[src/rtl/aaop_pkg.sv]
// shared types and constants for the accumulator add/and datapath
// assumes one core clock and an operand fetch done outside this block
package aaop_pkg;

    localparam int unsigned DATA_W = 8;
    localparam int unsigned NIBBLE_W = 4;
    localparam logic [DATA_W-1:0] ACC_RESET = 8'h00;
    localparam logic [DATA_W-1:0] ZERO_BYTE = 8'h00;

    typedef enum logic [2:0] {
        AAOP_NOP,
        AAOP_ADD_MEM,
        AAOP_AND_MEM,
        AAOP_AND_IMM,
        AAOP_ANDM_MEM
    } aaop_op_e;

    typedef struct packed {
        logic overflow_flag;
        logic zero_flag;
        logic aux_carry_flag;
        logic carry_flag;
    } aaop_flags_s;

    localparam aaop_flags_s FLAGS_RESET = '{
        overflow_flag: 1'b0,
        zero_flag: 1'b0,
        aux_carry_flag: 1'b0,
        carry_flag: 1'b0
    };

    typedef struct packed {
        aaop_op_e op;
        logic [DATA_W-1:0] mem_data;
        logic [DATA_W-1:0] imm_data;
    } aaop_req_s;

    typedef struct packed {
        logic [DATA_W-1:0] result;
        logic overflow_flag;
        logic aux_carry_flag;
        logic carry_flag;
        logic zero_flag;
    } aaop_res_s;

endpackage : aaop_pkg

[src/rtl/aaop_core.sv]
// accumulator add/and execution datapath with status flags
// assumes decode supplies one request per cycle and the memory byte read
`timescale 1ns/1ps
`default_nettype none

module aaop_core (
    // clock and reset
    input wire logic clk_sys,
    input wire logic nrst,
    // instruction request
    input wire logic req_valid,
    input wire aaop_pkg::aaop_req_s req,
    // direct accumulator load from other instructions
    input wire logic acc_load,
    input wire logic [aaop_pkg::DATA_W-1:0] acc_load_data,
    // memory write back
    output logic mem_wr,
    output logic [aaop_pkg::DATA_W-1:0] mem_wdata,
    // architectural state
    output logic [aaop_pkg::DATA_W-1:0] accumulator_reg,
    output aaop_pkg::aaop_flags_s flags
);

    // reset release path
    logic rst_meta;
    logic rst_sync_n;
    // decoded request
    aaop_pkg::aaop_op_e op;
    logic wr_mem;
    logic wr_acc;
    logic upd_zero;
    logic upd_arith;
    logic [aaop_pkg::DATA_W-1:0] alu_b;
    aaop_pkg::aaop_res_s alu_res;
    // next state
    logic [aaop_pkg::DATA_W-1:0] next_acc;
    aaop_pkg::aaop_flags_s next_flags;
    logic next_mem_wr;
    logic [aaop_pkg::DATA_W-1:0] next_mem_wdata;

    function automatic logic op_writes_mem(
        input aaop_pkg::aaop_op_e o
    );
        logic hit;
        unique case (o)
            aaop_pkg::AAOP_NOP: hit = 1'b0;
            aaop_pkg::AAOP_ADD_MEM: hit = 1'b1;
            aaop_pkg::AAOP_AND_MEM: hit = 1'b0;
            aaop_pkg::AAOP_AND_IMM: hit = 1'b0;
            aaop_pkg::AAOP_ANDM_MEM: hit = 1'b1;
            // codes past the enum do nothing
            default: hit = 1'b0;
        endcase
        return hit;
    endfunction : op_writes_mem

    function automatic logic op_writes_acc(
        input aaop_pkg::aaop_op_e o
    );
        logic hit;
        unique case (o)
            aaop_pkg::AAOP_NOP: hit = 1'b0;
            aaop_pkg::AAOP_ADD_MEM: hit = 1'b0;
            aaop_pkg::AAOP_AND_MEM: hit = 1'b1;
            aaop_pkg::AAOP_AND_IMM: hit = 1'b1;
            aaop_pkg::AAOP_ANDM_MEM: hit = 1'b0;
            default: hit = 1'b0;
        endcase
        return hit;
    endfunction : op_writes_acc

    function automatic logic op_sets_zero(
        input aaop_pkg::aaop_op_e o
    );
        logic hit;
        unique case (o)
            aaop_pkg::AAOP_NOP: hit = 1'b0;
            aaop_pkg::AAOP_ADD_MEM: hit = 1'b1;
            aaop_pkg::AAOP_AND_MEM: hit = 1'b1;
            aaop_pkg::AAOP_AND_IMM: hit = 1'b1;
            aaop_pkg::AAOP_ANDM_MEM: hit = 1'b1;
            default: hit = 1'b0;
        endcase
        return hit;
    endfunction : op_sets_zero

    function automatic logic op_sets_arith(
        input aaop_pkg::aaop_op_e o
    );
        logic hit;
        unique case (o)
            aaop_pkg::AAOP_NOP: hit = 1'b0;
            aaop_pkg::AAOP_ADD_MEM: hit = 1'b1;
            aaop_pkg::AAOP_AND_MEM: hit = 1'b0;
            aaop_pkg::AAOP_AND_IMM: hit = 1'b0;
            aaop_pkg::AAOP_ANDM_MEM: hit = 1'b0;
            default: hit = 1'b0;
        endcase
        return hit;
    endfunction : op_sets_arith

    function automatic logic [aaop_pkg::DATA_W-1:0] pick_operand(
        input aaop_pkg::aaop_op_e o,
        input logic [aaop_pkg::DATA_W-1:0] mem_byte,
        input logic [aaop_pkg::DATA_W-1:0] imm_byte
    );
        logic [aaop_pkg::DATA_W-1:0] pick;
        if (o == aaop_pkg::AAOP_AND_IMM) begin
            pick = imm_byte;
        end else begin
            pick = mem_byte;
        end
        return pick;
    endfunction : pick_operand

    // reset released through two flops to avoid a partial release
    always_ff @(posedge clk_sys or negedge nrst) begin
        if (!nrst) begin
            rst_meta <= 1'b0;
            rst_sync_n <= 1'b0;
        end else begin
            rst_meta <= 1'b1;
            rst_sync_n <= rst_meta;
        end
    end

    // request decode; an idle cycle reads as a nop
    always_comb begin
        op = req_valid ? req.op : aaop_pkg::AAOP_NOP;
        wr_mem = op_writes_mem(op);
        wr_acc = op_writes_acc(op);
        upd_zero = op_sets_zero(op);
        upd_arith = op_sets_arith(op);
        alu_b = pick_operand(op, req.mem_data, req.imm_data);
    end

    // add and and share one operand path
    aaop_alu u_alu (
        .opa(accumulator_reg),
        .opb(alu_b),
        .sel_add(upd_arith),
        .res(alu_res)
    );

    // and result into accumulator
    // a load in the same cycle loses: the and result is the newer value
    always_comb begin
        if (wr_acc) begin
            next_acc = alu_res.result;
        end else if (acc_load) begin
            next_acc = acc_load_data;
        end else begin
            next_acc = accumulator_reg;
        end
    end

    always_ff @(posedge clk_sys or negedge rst_sync_n) begin
        if (!rst_sync_n) begin
            accumulator_reg <= aaop_pkg::ACC_RESET;
        end else begin
            accumulator_reg <= next_acc;
        end
    end

    always_comb begin
        next_flags = flags;
        if (upd_arith) begin
            next_flags.overflow_flag = alu_res.overflow_flag;
            next_flags.aux_carry_flag = alu_res.aux_carry_flag;
            next_flags.carry_flag = alu_res.carry_flag;
        end
        if (upd_zero) begin
            next_flags.zero_flag = alu_res.zero_flag;
        end
    end

    always_ff @(posedge clk_sys or negedge rst_sync_n) begin
        if (!rst_sync_n) begin
            flags <= aaop_pkg::FLAGS_RESET;
        end else begin
            flags <= next_flags;
        end
    end

    // one cycle write strobe
    // data kept between writes so a late store still sees it
    always_comb begin
        next_mem_wr = wr_mem;
        if (wr_mem) begin
            next_mem_wdata = alu_res.result;
        end else begin
            next_mem_wdata = mem_wdata;
        end
    end

    always_ff @(posedge clk_sys or negedge rst_sync_n) begin
        if (!rst_sync_n) begin
            mem_wr <= 1'b0;
            mem_wdata <= aaop_pkg::ZERO_BYTE;
        end else begin
            mem_wr <= next_mem_wr;
            mem_wdata <= next_mem_wdata;
        end
    end

endmodule : aaop_core
`default_nettype wire

[src/rtl/aaop_alu.sv]
// combinational add and and unit with flag terms
// assumes operands are stable for the cycle the request is taken
`timescale 1ns/1ps
`default_nettype none

module aaop_alu (
    // operands and add select
    input wire logic [aaop_pkg::DATA_W-1:0] opa,
    input wire logic [aaop_pkg::DATA_W-1:0] opb,
    input wire logic sel_add,
    // result and flag terms
    output aaop_pkg::aaop_res_s res
);

    logic [aaop_pkg::DATA_W:0] sum;
    logic [aaop_pkg::NIBBLE_W:0] low_sum;

    always_comb begin
        sum = {1'b0, opa} + {1'b0, opb};
        low_sum = {1'b0, opa[aaop_pkg::NIBBLE_W-1:0]}
                + {1'b0, opb[aaop_pkg::NIBBLE_W-1:0]};
        res = '0;
        if (sel_add) begin
            res.result = sum[aaop_pkg::DATA_W-1:0];
            res.carry_flag = sum[aaop_pkg::DATA_W];
            res.aux_carry_flag = low_sum[aaop_pkg::NIBBLE_W];
            // signed overflow: like signs in, other sign out
            res.overflow_flag =
                (opa[aaop_pkg::DATA_W-1] == opb[aaop_pkg::DATA_W-1])
                && (sum[aaop_pkg::DATA_W-1] != opa[aaop_pkg::DATA_W-1]);
        end else begin
            res.result = opa & opb;
        end
        res.zero_flag = (res.result == aaop_pkg::ZERO_BYTE);
    end

endmodule : aaop_alu
`default_nettype wire

[config.mk]
export PLATFORM = sky130hd
export DESIGN_NAME = aaop_core
export DESIGN_NICKNAME = d
export VERILOG_FILES = /design/src/rtl/aaop_pkg.sv /design/src/rtl/aaop_core.sv /design/src/rtl/aaop_alu.sv
export SDC_FILE = /design/constraint.sdc
export NUM_CORES = 1
export LEC_CHECK = 0
export BUFFER_PORTS_ARGS = -buffer_cell sky130_fd_sc_hd__buf_2
export CORE_MARGIN = 2
export CORE_UTILIZATION = 45
export CTS_CLUSTER_SIZE = 10
export DETAILED_ROUTE_END_ITERATION = 8
export GPL_ROUTABILITY_DRIVEN = 0
export PLACE_DENSITY_LB_ADDON = 0.3
export SETUP_SLACK_MARGIN = 0.4
export SYNTH_ARGS = -nofsm -noshare
export SYNTH_HDL_FRONTEND = slang
export SYNTH_HIERARCHICAL = 1
export SYNTH_SLANG_ARGS = --single-unit
[constraint.sdc]
create_clock -name clk_sys -period 0.8 [get_ports clk_sys]
set_input_delay 0.08 -clock clk_sys [delete_from_list [all_inputs] [get_ports clk_sys]]
set_output_delay 0.08 -clock clk_sys [all_outputs]
set_load 0.005 [all_outputs]
==> impl_metrics.toml, run 1 <==
[final_layout]
final_layout_size_suffix_gt1_share_pct = 71.7
n_fill_cell = 160
multi_input_area_sq_mm = 0.00126
fin_nets = 310
design_area_sq_mm = 0.00294
diodes = 0
ff_latch_area_sq_um = 581
area.growth.synth_to_final_pct = 85.3

[synth]
syn_inst = 147
async_reset_ff_share_pct = 100
synth-main-ff-cell = "dfrtp_1"
synth_area_sq_mm = 0.00159
synthTopCellsByArea = "dfrtp_1 (36%), mux2_2 (11%), mux2_4 (7.6%)"
ys_seq_elements = 23
synth_cell_types = 37
synth_edf_count = 0
ys_top_cells_by_count = "dfrtp_1 (23), nor2_1 (16), mux2_2 (15)"
post-synth-top-count-cell = "dfrtp_1"
seq_area_frac_synth_pct = 36.3
syn_avg_cell_area_sq_um = 10.8
synth_area_leader_cell = "dfrtp_1"
synth_nets = 187
synth_top_cell_area_share_pct = 36.3
yosysWarningCount = 6

[status]
failed_checks = "setup timing"
status = "finished, violations left"

[global_route]
antenna_found_initial = 0
grt_max_degree = 17
grt_util_all_layers_pct = 27.8
grt_pass1_wl_um = 8650
overflow = 0
grt_pass1_vias = 1829

[drt]
drt_first_pass_iters = 4
remaining_drc_errors = 0
drt_iter0_drc = 98
ant_nets = 0
via_per_inst = 5.61
routed-via-count = 1766
wl_per_cell_um = 20.6
wl_um = 6490

[setup_path]
cp-end-kind = "flop"
worstPathMaxFanout = 3
crit_end = "flags[2]"
criticalPathCategory = "flop to flop"
start_kind = "flop"
worstSetupStartpoint = "accumulator_reg[0]"
crit_slowest_cell = "dfrtp_1"
slowest_delay_ns = 0.41
cp.arrival_ns = 2.65
r2r_cells = 9
rr_startpoint = "accumulator_reg[0]"
cp.required_ns = 1.04
reg2reg_setup_slack_ns = -1.60
reg2reg_to = "flags[2]"
crit_chain = "ha_4 -> inv_2 -> fa_2 -> nand2b_4 -> a211oi_4 -> nor3_2 -> o311ai_2 -> nor4b_4 -> mux2_2"

[worst_hold_path]
hold_path_class = "primary input to flop"

[floorplan]
start_util_pct = 47.1
die_width_um = 63.4
die_h_um = 63.4
std_cell_rows = 21
die_area_sq_mm = 0.00401
ios = 52
core_area_sq_mm = 0.00336

[clocking]
cts_tree = "yes"
clockRootBuffer = "clkbuf_4"
clock_latency_ns = 0.34
htreeDepth = 1
numCtsBuffers = 3
cts_sinks = 23
clock_path_buffers = 2
clk_pin_slew_worst_paths_ns = 0.16

[placement]
place_hpwl_um = 3470
port_buffers = 51
placed_area_sq_mm = 0.00229

[sta]
fin_skew_ns = 0.0117
maxSlewViolCount = 0
rsz0062_at_grt = "yes"
setup_viol = 41
min_period_over_period_pct = 300
finalHoldViolations = 0
fmax_ghz = 0.416
fin_setup_tns_ns = -28.90
min_period_ns = 2.40
holdWs_ns = 0.0453
layout_setup_ws_ns = -1.60

[run]
maxCapViolCount = 0

[power]
leakage_nw = 1.45
power.density_mw_per_mm2 = 1690
peakVddDrop_uv = 1450
-- worst min path at each step --
stage	to	slack, ns	depth (start not counted)	start
after floorplan	rst_meta	-0.22	0	nrst
after global placement	rst_meta	-0.14	1	nrst
after detailed placement	rst_sync_n	-0.13	1	nrst
after CTS	rst_sync_n	0.05	2	nrst
after global routing	rst_sync_n	0.07	2	nrst
final	accumulator_reg[6]	0.05	3	acc_load_data[6]
-- cell type report --
cell class                      count  share of cell area [%]
Clock buffer                        3                   0.767
Tap cell                           46                    1.96
Timing Repair Buffer              122                    33.4
Sequential cell                    23                    19.8
Inverter                            7                   0.980
Multi-Input combinational cell    113                    42.9
Clock inverter                      1                   0.256
-- cells in the final DEF (no fill, tap or decap), types with 2 or more instances in the layout --
cell,Yosys,final
buf_4,0,43
buf_2,0,42
buf_6,1,32
dfrtp_1,23,21
mux2_4,8,17
nor2_1,16,9
mux2i_1,8,8
mux2_2,15,6
a21oi_1,12,6
nor2_2,0,6
nand2_1,5,5
ha_4,0,5
a21oi_2,0,4
inv_1,7,4
clkbuf_4,0,3
ha_1,8,3
nand2b_4,0,2
xnor2_4,0,2
inv_2,0,2
nand3b_1,2,2
buf_8,0,2
a21oi_4,0,2
a211oi_4,1,2
o21a_1,2,2
nor3_2,0,2
o31ai_2,0,2
xor2_1,3,2
nor4b_4,1,2
nor3_1,5,2
-- cells by family after synthesis --
logic type,synth area share (%)
buffers and inverters,3.08
flip-flops,36.3
AO/OA/AOI/OAI,12.8
AND/OR/NAND/NOR,14.0
other,0.237
XOR/XNOR,2.76
adder cells (fa/ha/maj),7.58
multiplexers,23.3
-- per-layer routing --
layer / global-route usage [%] / vias to the layer above / share of wire, %
li1: - / 775 / -
met1: 31.9 / 860 / 37
met2: 49.1 / 97 / 50
met3: 4.11 / 34 / 6.7
met4: 16.0 / 0 / 6.7
met5: 0 / - / 0
-- repair_timing --
| item | 4_1_cts | 5_1_grt |
|---|---|---|
| buffers inserted | 18 | 10 |
| pin swaps | 15 | 14 |
| endpoints found under the setup margin | 64 | 44 |
| cloned | 1 | 0 |
| hold buffers | 1 | 0 |
| gates resized for setup | 51 | 27 |
| endpoints found under the hold margin | 2 | 0 |
-- worst max-delay path: cells and delay by family, from the launching register on --
kind	cells	cell delay (ns)
AO/OA/AOI/OAI	2	0.65
AND/OR/NAND/NOR	3	0.39
buffers and inverters	1	0.06
adder cells (fa/ha/maj)	2	0.53
multiplexers	1	0.27
flip-flops	1	0.41
-- report_power, final --
group	switching (mW)	internal, mW
clock network	0.428	0.192
logic	1.22	1.64
registers	0.144	1.35
-- metrics by stage --
| step | instances | setup WS [ns] | power (mW) | utilization, % |
|---|---|---|---|---|
| floorplan | 147 | -1.71 | 2.51 | - |
| finish | 315 | -1.60 | 4.97 | 87.4 |
| global placement | 281 | -1.72 | 3.24 | 68.1 |
| detailed placement | 281 | -1.81 | 3.31 | 68.1 |
| global route | 315 | -1.66 | 5.18 | 87.4 |
| CTS | 305 | -1.39 | 4.42 | 81.1 |
Note: power is estimated with default switching activity, not from simulation.
==> inputs of run 2 (changes only) <==
- SYNTH_HIERARCHICAL: 1 -> unset
==> run 2 against run 1 <==
  * The flow still finishes with violations (setup timing)
  * Non-clock buffer count fell by 6
  * Core utilization fell by 2.0 points
  * Register-to-register slack improved by 0.16 ns
  * Synthesized cell count rose by 14%
  * Wire length rose by 3.3%
  * Critical path type unchanged
==> impl_metrics.toml, run 2 <==
[synth]
post-synth-top-count-cell = "dfrtp_1"
ys_top_cells_by_count = "dfrtp_1 (23), nor2_1 (19), a21oi_1 (17)"
synth_cell_types = 45
seq_area_frac_synth_pct = 36.7
yosysWarningCount = 0
synth_top_cell_area_share_pct = 36.7
syn_inst = 168
synthTopCellsByArea = "dfrtp_1 (37%), mux2_2 (8.6%), ha_1 (6.4%)"
synth_edf_count = 0
ys_seq_elements = 23
synth_nets = 208
async_reset_ff_share_pct = 100
synth_area_sq_mm = 0.00157
synth-main-ff-cell = "dfrtp_1"
syn_avg_cell_area_sq_um = 9.34
synth_area_leader_cell = "dfrtp_1"

[setup_path]
slowest_delay_ns = 0.42
crit_chain = "ha_4 -> inv_2 -> fa_2 -> nand2b_4 -> a211oi_4 -> buf_4 -> nand4b_1 -> nand3_2 -> buf_6 -> buf_6 -> nand2_2 -> o21ai_2"
cpMostUsedCell = "buf_6"
worstPathMaxFanout = 3
cp-end-kind = "flop"
cp.required_ns = 1.08
criticalPathCategory = "flop to flop"
cp.arrival_ns = 2.52
start_kind = "flop"
cp_top_family = "adder cells"
crit_slowest_cell = "dfrtp_1"
critPathBufInv = 4

[placement]
port_buffers = 51
dpl.cell_count = 299
place_hpwl_um = 3650
placed_area_sq_mm = 0.00230

[run]
maxCapViolCount = 0

[global_route]
grt_pass1_vias = 1831
grt_pass1_wl_um = 9080
grt_max_degree = 14
grt_util_all_layers_pct = 29.8
antenna_found_initial = 0
overflow = 0

[power]
power.density_mw_per_mm2 = 1680
peakVddDrop_uv = 2050
total_power_mw = 4.78
leakage_nw = 1.36

[floorplan]
die_area_sq_mm = 0.00398
die_width_um = 63.1
core_area_sq_mm = 0.00334
start_util_pct = 47.0
std_cell_rows = 21
die_h_um = 63.1
ios = 52

[final_layout]
stdcell_count = 327
final_layout_size_suffix_gt1_share_pct = 65.5
fin_nets = 322
utilization_pct = 85.3
mostFrequentLayoutCells = "buf_2 (42), buf_4 (42), buf_6 (26)"
design_area_sq_mm = 0.00285
area.growth.synth_to_final_pct = 81.5
diodes = 0

[drt]
via_per_inst = 5.76
drt_first_pass_iters = 5
drt_iter0_drc = 134
wl_um = 6700
routed-via-count = 1882
wl_per_cell_um = 20.5
remaining_drc_errors = 0
ant_nets = 0

[sta]
fin_skew_ns = 0.00461
maxSlewViolCount = 0
fmax_ghz = 0.446
fin_setup_tns_ns = -26.35
setup_viol = 41
finalHoldViolations = 0
min_period_over_period_pct = 280
layout_setup_ws_ns = -1.44
rsz0062_at_grt = "yes"
min_period_ns = 2.24

[clocking]
cts_tree = "yes"
clock_latency_ns = 0.33
clockRootBuffer = "clkbuf_4"
numCtsBuffers = 3
cts_sinks = 23
htreeDepth = 1
clk_pin_slew_worst_paths_ns = 0.14
clock_path_buffers = 2

[status]
status = "finished, violations left"
failed_checks = "setup timing"

[worst_hold_path]
hold_path_class = "primary input to flop"
-- run 2: routing by layer --
| metal | GRT usage [%] | routed length (um) |
|---|---|---|
| met1 | 40.2 | 2720 |
| met2 | 50.7 | 3190 |
| met3 | 4.11 | 497 |
| met4 | 7.22 | 299 |
| met5 | 0 | 0 |
-- run 2: tightest hold or removal path: cells and delay by family --
kind	cells	cell delay [ns]
AOI/OAI and AO/OA	2	0.16
buffers and inverters	1	0.08
-- run 2: stage by stage --
step	hold slack [ns]	worst slack (ns)
final	0.00646	-1.44
after global routing	0.00744	-1.54
after CTS	0.00959	-1.37
after detailed placement	-0.134	-1.85
after global placement	-0.135	-1.75
after floorplan	-0.216	-1.67
-- run 2: final cells by class --
class,instances,area [sq um]
multi-input combinational,133,1240
fill,186,489
tap,46,57.6
inverter,5,26.3
timing repair buffer,116,913
clock inverter,1,5.00
sequential,23,581
clock buffer,3,22.5
-- run 2: worst paths after layout --
path	from	end	depth (start not counted)	slack, ns
worst max register to register	accumulator_reg[0]	accumulator_reg[6]	12	-1.44
worst min-delay path	acc_load_data[5]	accumulator_reg[5]	3	0.006
min in group asynchronous	nrst	rst_sync_n	2	0.03
max in group asynchronous	rst_sync_n	accumulator_reg[1]	1	0.42
worst min register to register	rst_sync_n	mem_wdata[5]	1	0.25
worst max-delay path	accumulator_reg[0]	accumulator_reg[6]	12	-1.44
-- run 2: cells by family (layout without fill, tap and decap cells) --
kind of cell | count (synthesis) | in the layout | share of synthesized area [%]
buf+inv | 12 | 125 | 3.35
flops | 23 | 23 | 36.7
other cells | 1 | 1 | 0.239
fa+ha+maj | 9 | 9 | 7.66
xor+xnor | 4 | 4 | 2.23
compound gates | 44 | 44 | 18.0
mux | 18 | 18 | 12.4
simple gates | 57 | 57 | 19.4
-- run 2: where the power goes --
| part | internal [mW] | switching (mW) |
|---|---|---|
| Clock | 0.188 | 0.411 |
| Combinational | 1.46 | 1.19 |
| Sequential | 1.37 | 0.155 |
| Total | 3.02 | 1.76 |
-- run 2: what timing repair did --
action                     4_1_cts  5_1_grt
cloned                           1        0
setup endpoints to repair       64       54
hold endpoints to repair         2        0
gates resized for setup         54       23
pin swaps                       20       10
hold buffers                     1        0
buffers inserted                14        8
==> inputs of run 3 (changes only) <==
- ABC_AREA: unset -> 1
==> run 3 against run 2 <==
  * The run still ends with setup timing left
  * Global-route usage is 0.51 points higher
  * Largest power group unchanged
  * Wire length increased by 12%
  * Critical endpoint is now mem_wdata[6]
  * Sequential power barely moved
  * Critical path depth stayed put
==> impl_metrics.toml, run 3 <==
[synth]
syn_inst = 206
synth.area.mux_share_pct = 5.06
synth_cell_types = 30
seq_area_frac_synth_pct = 36.9
synth_nets = 246
synth-main-ff-cell = "dfrtp_1"
synth-adder-area-share_pct = 7.70
syn_avg_cell_area_sq_um = 7.57
synth_area_leader_cell = "dfrtp_1"
synthTopCellsByArea = "dfrtp_1 (37%), nand2_1 (15%), nand3_1 (7.1%)"
synth_compound_area_share_pct = 7.87
ys_seq_elements = 23
post-synth-top-count-cell = "nand2_1"
synth_area_sq_mm = 0.00156
synth_edf_count = 0
ys_top_cells_by_count = "nand2_1 (63), dfrtp_1 (23), inv_1 (23)"
synth_top_cell_area_share_pct = 36.9
async_reset_ff_share_pct = 100
synth_top_family_by_area = "simple AND/OR/NAND/NOR gates"
yosysWarningCount = 0
synth_xor_area_share_pct = 0.562
synth-simple-area-share_pct = 33.9

[sta]
fin_skew_ns = 0.00919
rsz0062_at_grt = "yes"
setup_viol = 41
fmax_ghz = 0.475
maxSlewViolCount = 0
min_period_ns = 2.10
finalHoldViolations = 0
fin_setup_tns_ns = -23.42
min_period_over_period_pct = 263
layout_setup_ws_ns = -1.30

[floorplan]
core_area_sq_mm = 0.00334
die_h_um = 62.9
ios = 52
die_area_sq_mm = 0.00395
std_cell_rows = 21
die_width_um = 62.9
start_util_pct = 46.7

[setup_path]
cp.arrival_ns = 2.33
cp-end-kind = "flop"
worstPathMaxFanout = 3
critPathBufInv = 2
rr_startpoint = "accumulator_reg[0]"
crit_chain = "ha_4 -> inv_4 -> fa_2 -> inv_2 -> nand2_2 -> nand2_2 -> nand3b_1 -> nand2_1 -> nand2_1 -> nand3_2 -> nand2_2 -> o21ai_0"
crit_slowest_cell = "dfrtp_1"
criticalPathCategory = "flop to flop"
slowest_delay_ns = 0.43
cp_top_family = "simple AND/OR/NAND/NOR gates"
cpMostUsedCell = "nand2_2"
start_kind = "flop"
worstSetupStartpoint = "accumulator_reg[0]"
cp.required_ns = 1.02

[drt]
wl_um = 7480
wl_per_cell_um = 19.9
ant_nets = 0
routed-via-count = 2162
remaining_drc_errors = 0
via_per_inst = 5.75
drt_iter0_drc = 210
drt_first_pass_iters = 5

[clocking]
numCtsBuffers = 3
clock_path_buffers = 2
clock_latency_ns = 0.33
clockRootBuffer = "clkbuf_4"
cts_tree = "yes"
htreeDepth = 1
holdBufCountCts = 1
cts_sinks = 23
clk_pin_slew_worst_paths_ns = 0.13

[power]
intPower_mw = 2.61
peakVddDrop_uv = 1390
power.clock.fraction_pct = 13.2
power.density_mw_per_mm2 = 1440
net-switching-power_mw = 1.62
leakage_nw = 1.52
seq_power_share_pct = 35.3
pwr-share-comb_pct = 51.5
p_sw_share_pct = 38.2

[placement]
port_buffers = 51
dpl.cell_count = 341
place_hpwl_um = 3490

[status]
status = "finished, violations left"
failed_checks = "setup timing"

[final_layout]
stdcell_count = 376
final_layout_size_suffix_gt1_share_pct = 62.4
mostFrequentLayoutCells = "buf_4 (45), buf_2 (41), nand2_1 (38)"
diodes = 0
n_fill_cell = 155
fin_nets = 371
final_common_cell = "buf_4"
area.growth.synth_to_final_pct = 88.8

[global_route]
grt_max_degree = 18
grt_util_all_layers_pct = 30.4
grt_pass1_vias = 2009
antenna_found_initial = 0
grt_pass1_wl_um = 9540
overflow = 0

[worst_hold_path]
hp-start = "acc_load_data[7]"
hold_path_class = "primary input to flop"

[run]
maxCapViolCount = 0
[run 3: cell count changes after synthesis, sizes merged, moves of 5 or more]
cell	delta
a211oi	-5
a21oi	-14
clkbuf	-5
inv	+19
mux2	-5
mux2i	-6
nand2	+54
nand3	+21
nor2	-6
o211ai	+7
[run 3: cell families (layout without fill, tap and decap cells)]
group | Yosys count | in the layout
flops | 23 | 23
other cells | 1 | 1
mux | 7 | 7
compound gates | 20 | 20
simple gates | 115 | 115
buf+inv | 30 | 154
xor+xnor | 1 | 1
fa+ha+maj | 9 | 9
[run 3: what timing repair did]
item | in CTS | in global routing
endpoints found under the hold margin | 2 | 1
setup buffers | 20 | 10
gates resized for setup | 66 | 30
endpoints found under the setup margin | 64 | 53
pin swaps | 27 | 29
[run 3: path summary, 6_finish.rpt]
check / endpoint / slack [ns] / cells after the start
setup / recovery: mem_wdata[6] / -1.30 / 12
hold / removal: accumulator_reg[7] / 0.007 / 3
setup reg to reg: mem_wdata[6] / -1.30 / 12
hold reg to reg: mem_wdata[5] / 0.26 / 1
max in group asynchronous: accumulator_reg[2] / 0.41 / 1
min in group asynchronous: rst_sync_n / 0.04 / 2
[run 3: power groups by stage]
| stage | logic (mW) | registers (mW) | clock network, mW |
|---|---|---|---|
| final | 2.18 | 1.49 | 0.558 |
| after floorplan | 0.738 | 1.50 | 0 |
| after detailed placement | 1.41 | 1.49 | 0 |
| after CTS | 1.77 | 1.46 | 0.547 |
| after global placement | 1.39 | 1.49 | 0 |
| after global routing | 2.30 | 1.50 | 0.605 |
[run 3: layout make-up]
type	count	area [sq um]	share of cell area, %
Clock inverter	1	5.00	0.170
Tap cell	46	57.6	1.95
Inverter	26	125	4.25
Sequential cell	23	581	19.7
Clock buffer	3	22.5	0.765
Multi-Input combinational cell	153	1160	39.4
Timing Repair Buffer	124	995	33.8
[run 3: worst register-to-register path, stage by stage, from the launching register on]
cell and delay, ns:
dfrtp_1 0.43, ha_4 0.17, inv_4 0.04, fa_2 0.36
inv_2 0.08, nand2_2 0.07, nand2_2 0.09, nand3b_1 0.13
nand2_1 0.13, nand2_1 0.08, nand3_2 0.08, nand2_2 0.08
o21ai_0 0.27
[run 3: through the flow]
step / setup slack, ns / hold WS [ns] / utilization (%) / area, sq um / total power, mW
after CTS: -1.02 / 0.00278 / 83.1 / 2770 / 3.78
after global routing: -1.35 / 0.0226 / 88.2 / 2940 / 4.40
after floorplan: -1.07 / -0.216 / - / 1730 / 2.24
after detailed placement: -1.37 / -0.134 / 70.3 / 2350 / 2.91
after global placement: -1.29 / -0.135 / 70.3 / 2350 / 2.88
final: -1.30 / 0.00748 / 88.2 / 2940 / 4.23
[run 3: layer usage]
layer,track usage (%),wire length [um]
met1,40.1,2880
met2,52.3,3540
met3,3.06,613
met4,9.17,444
met5,0,0
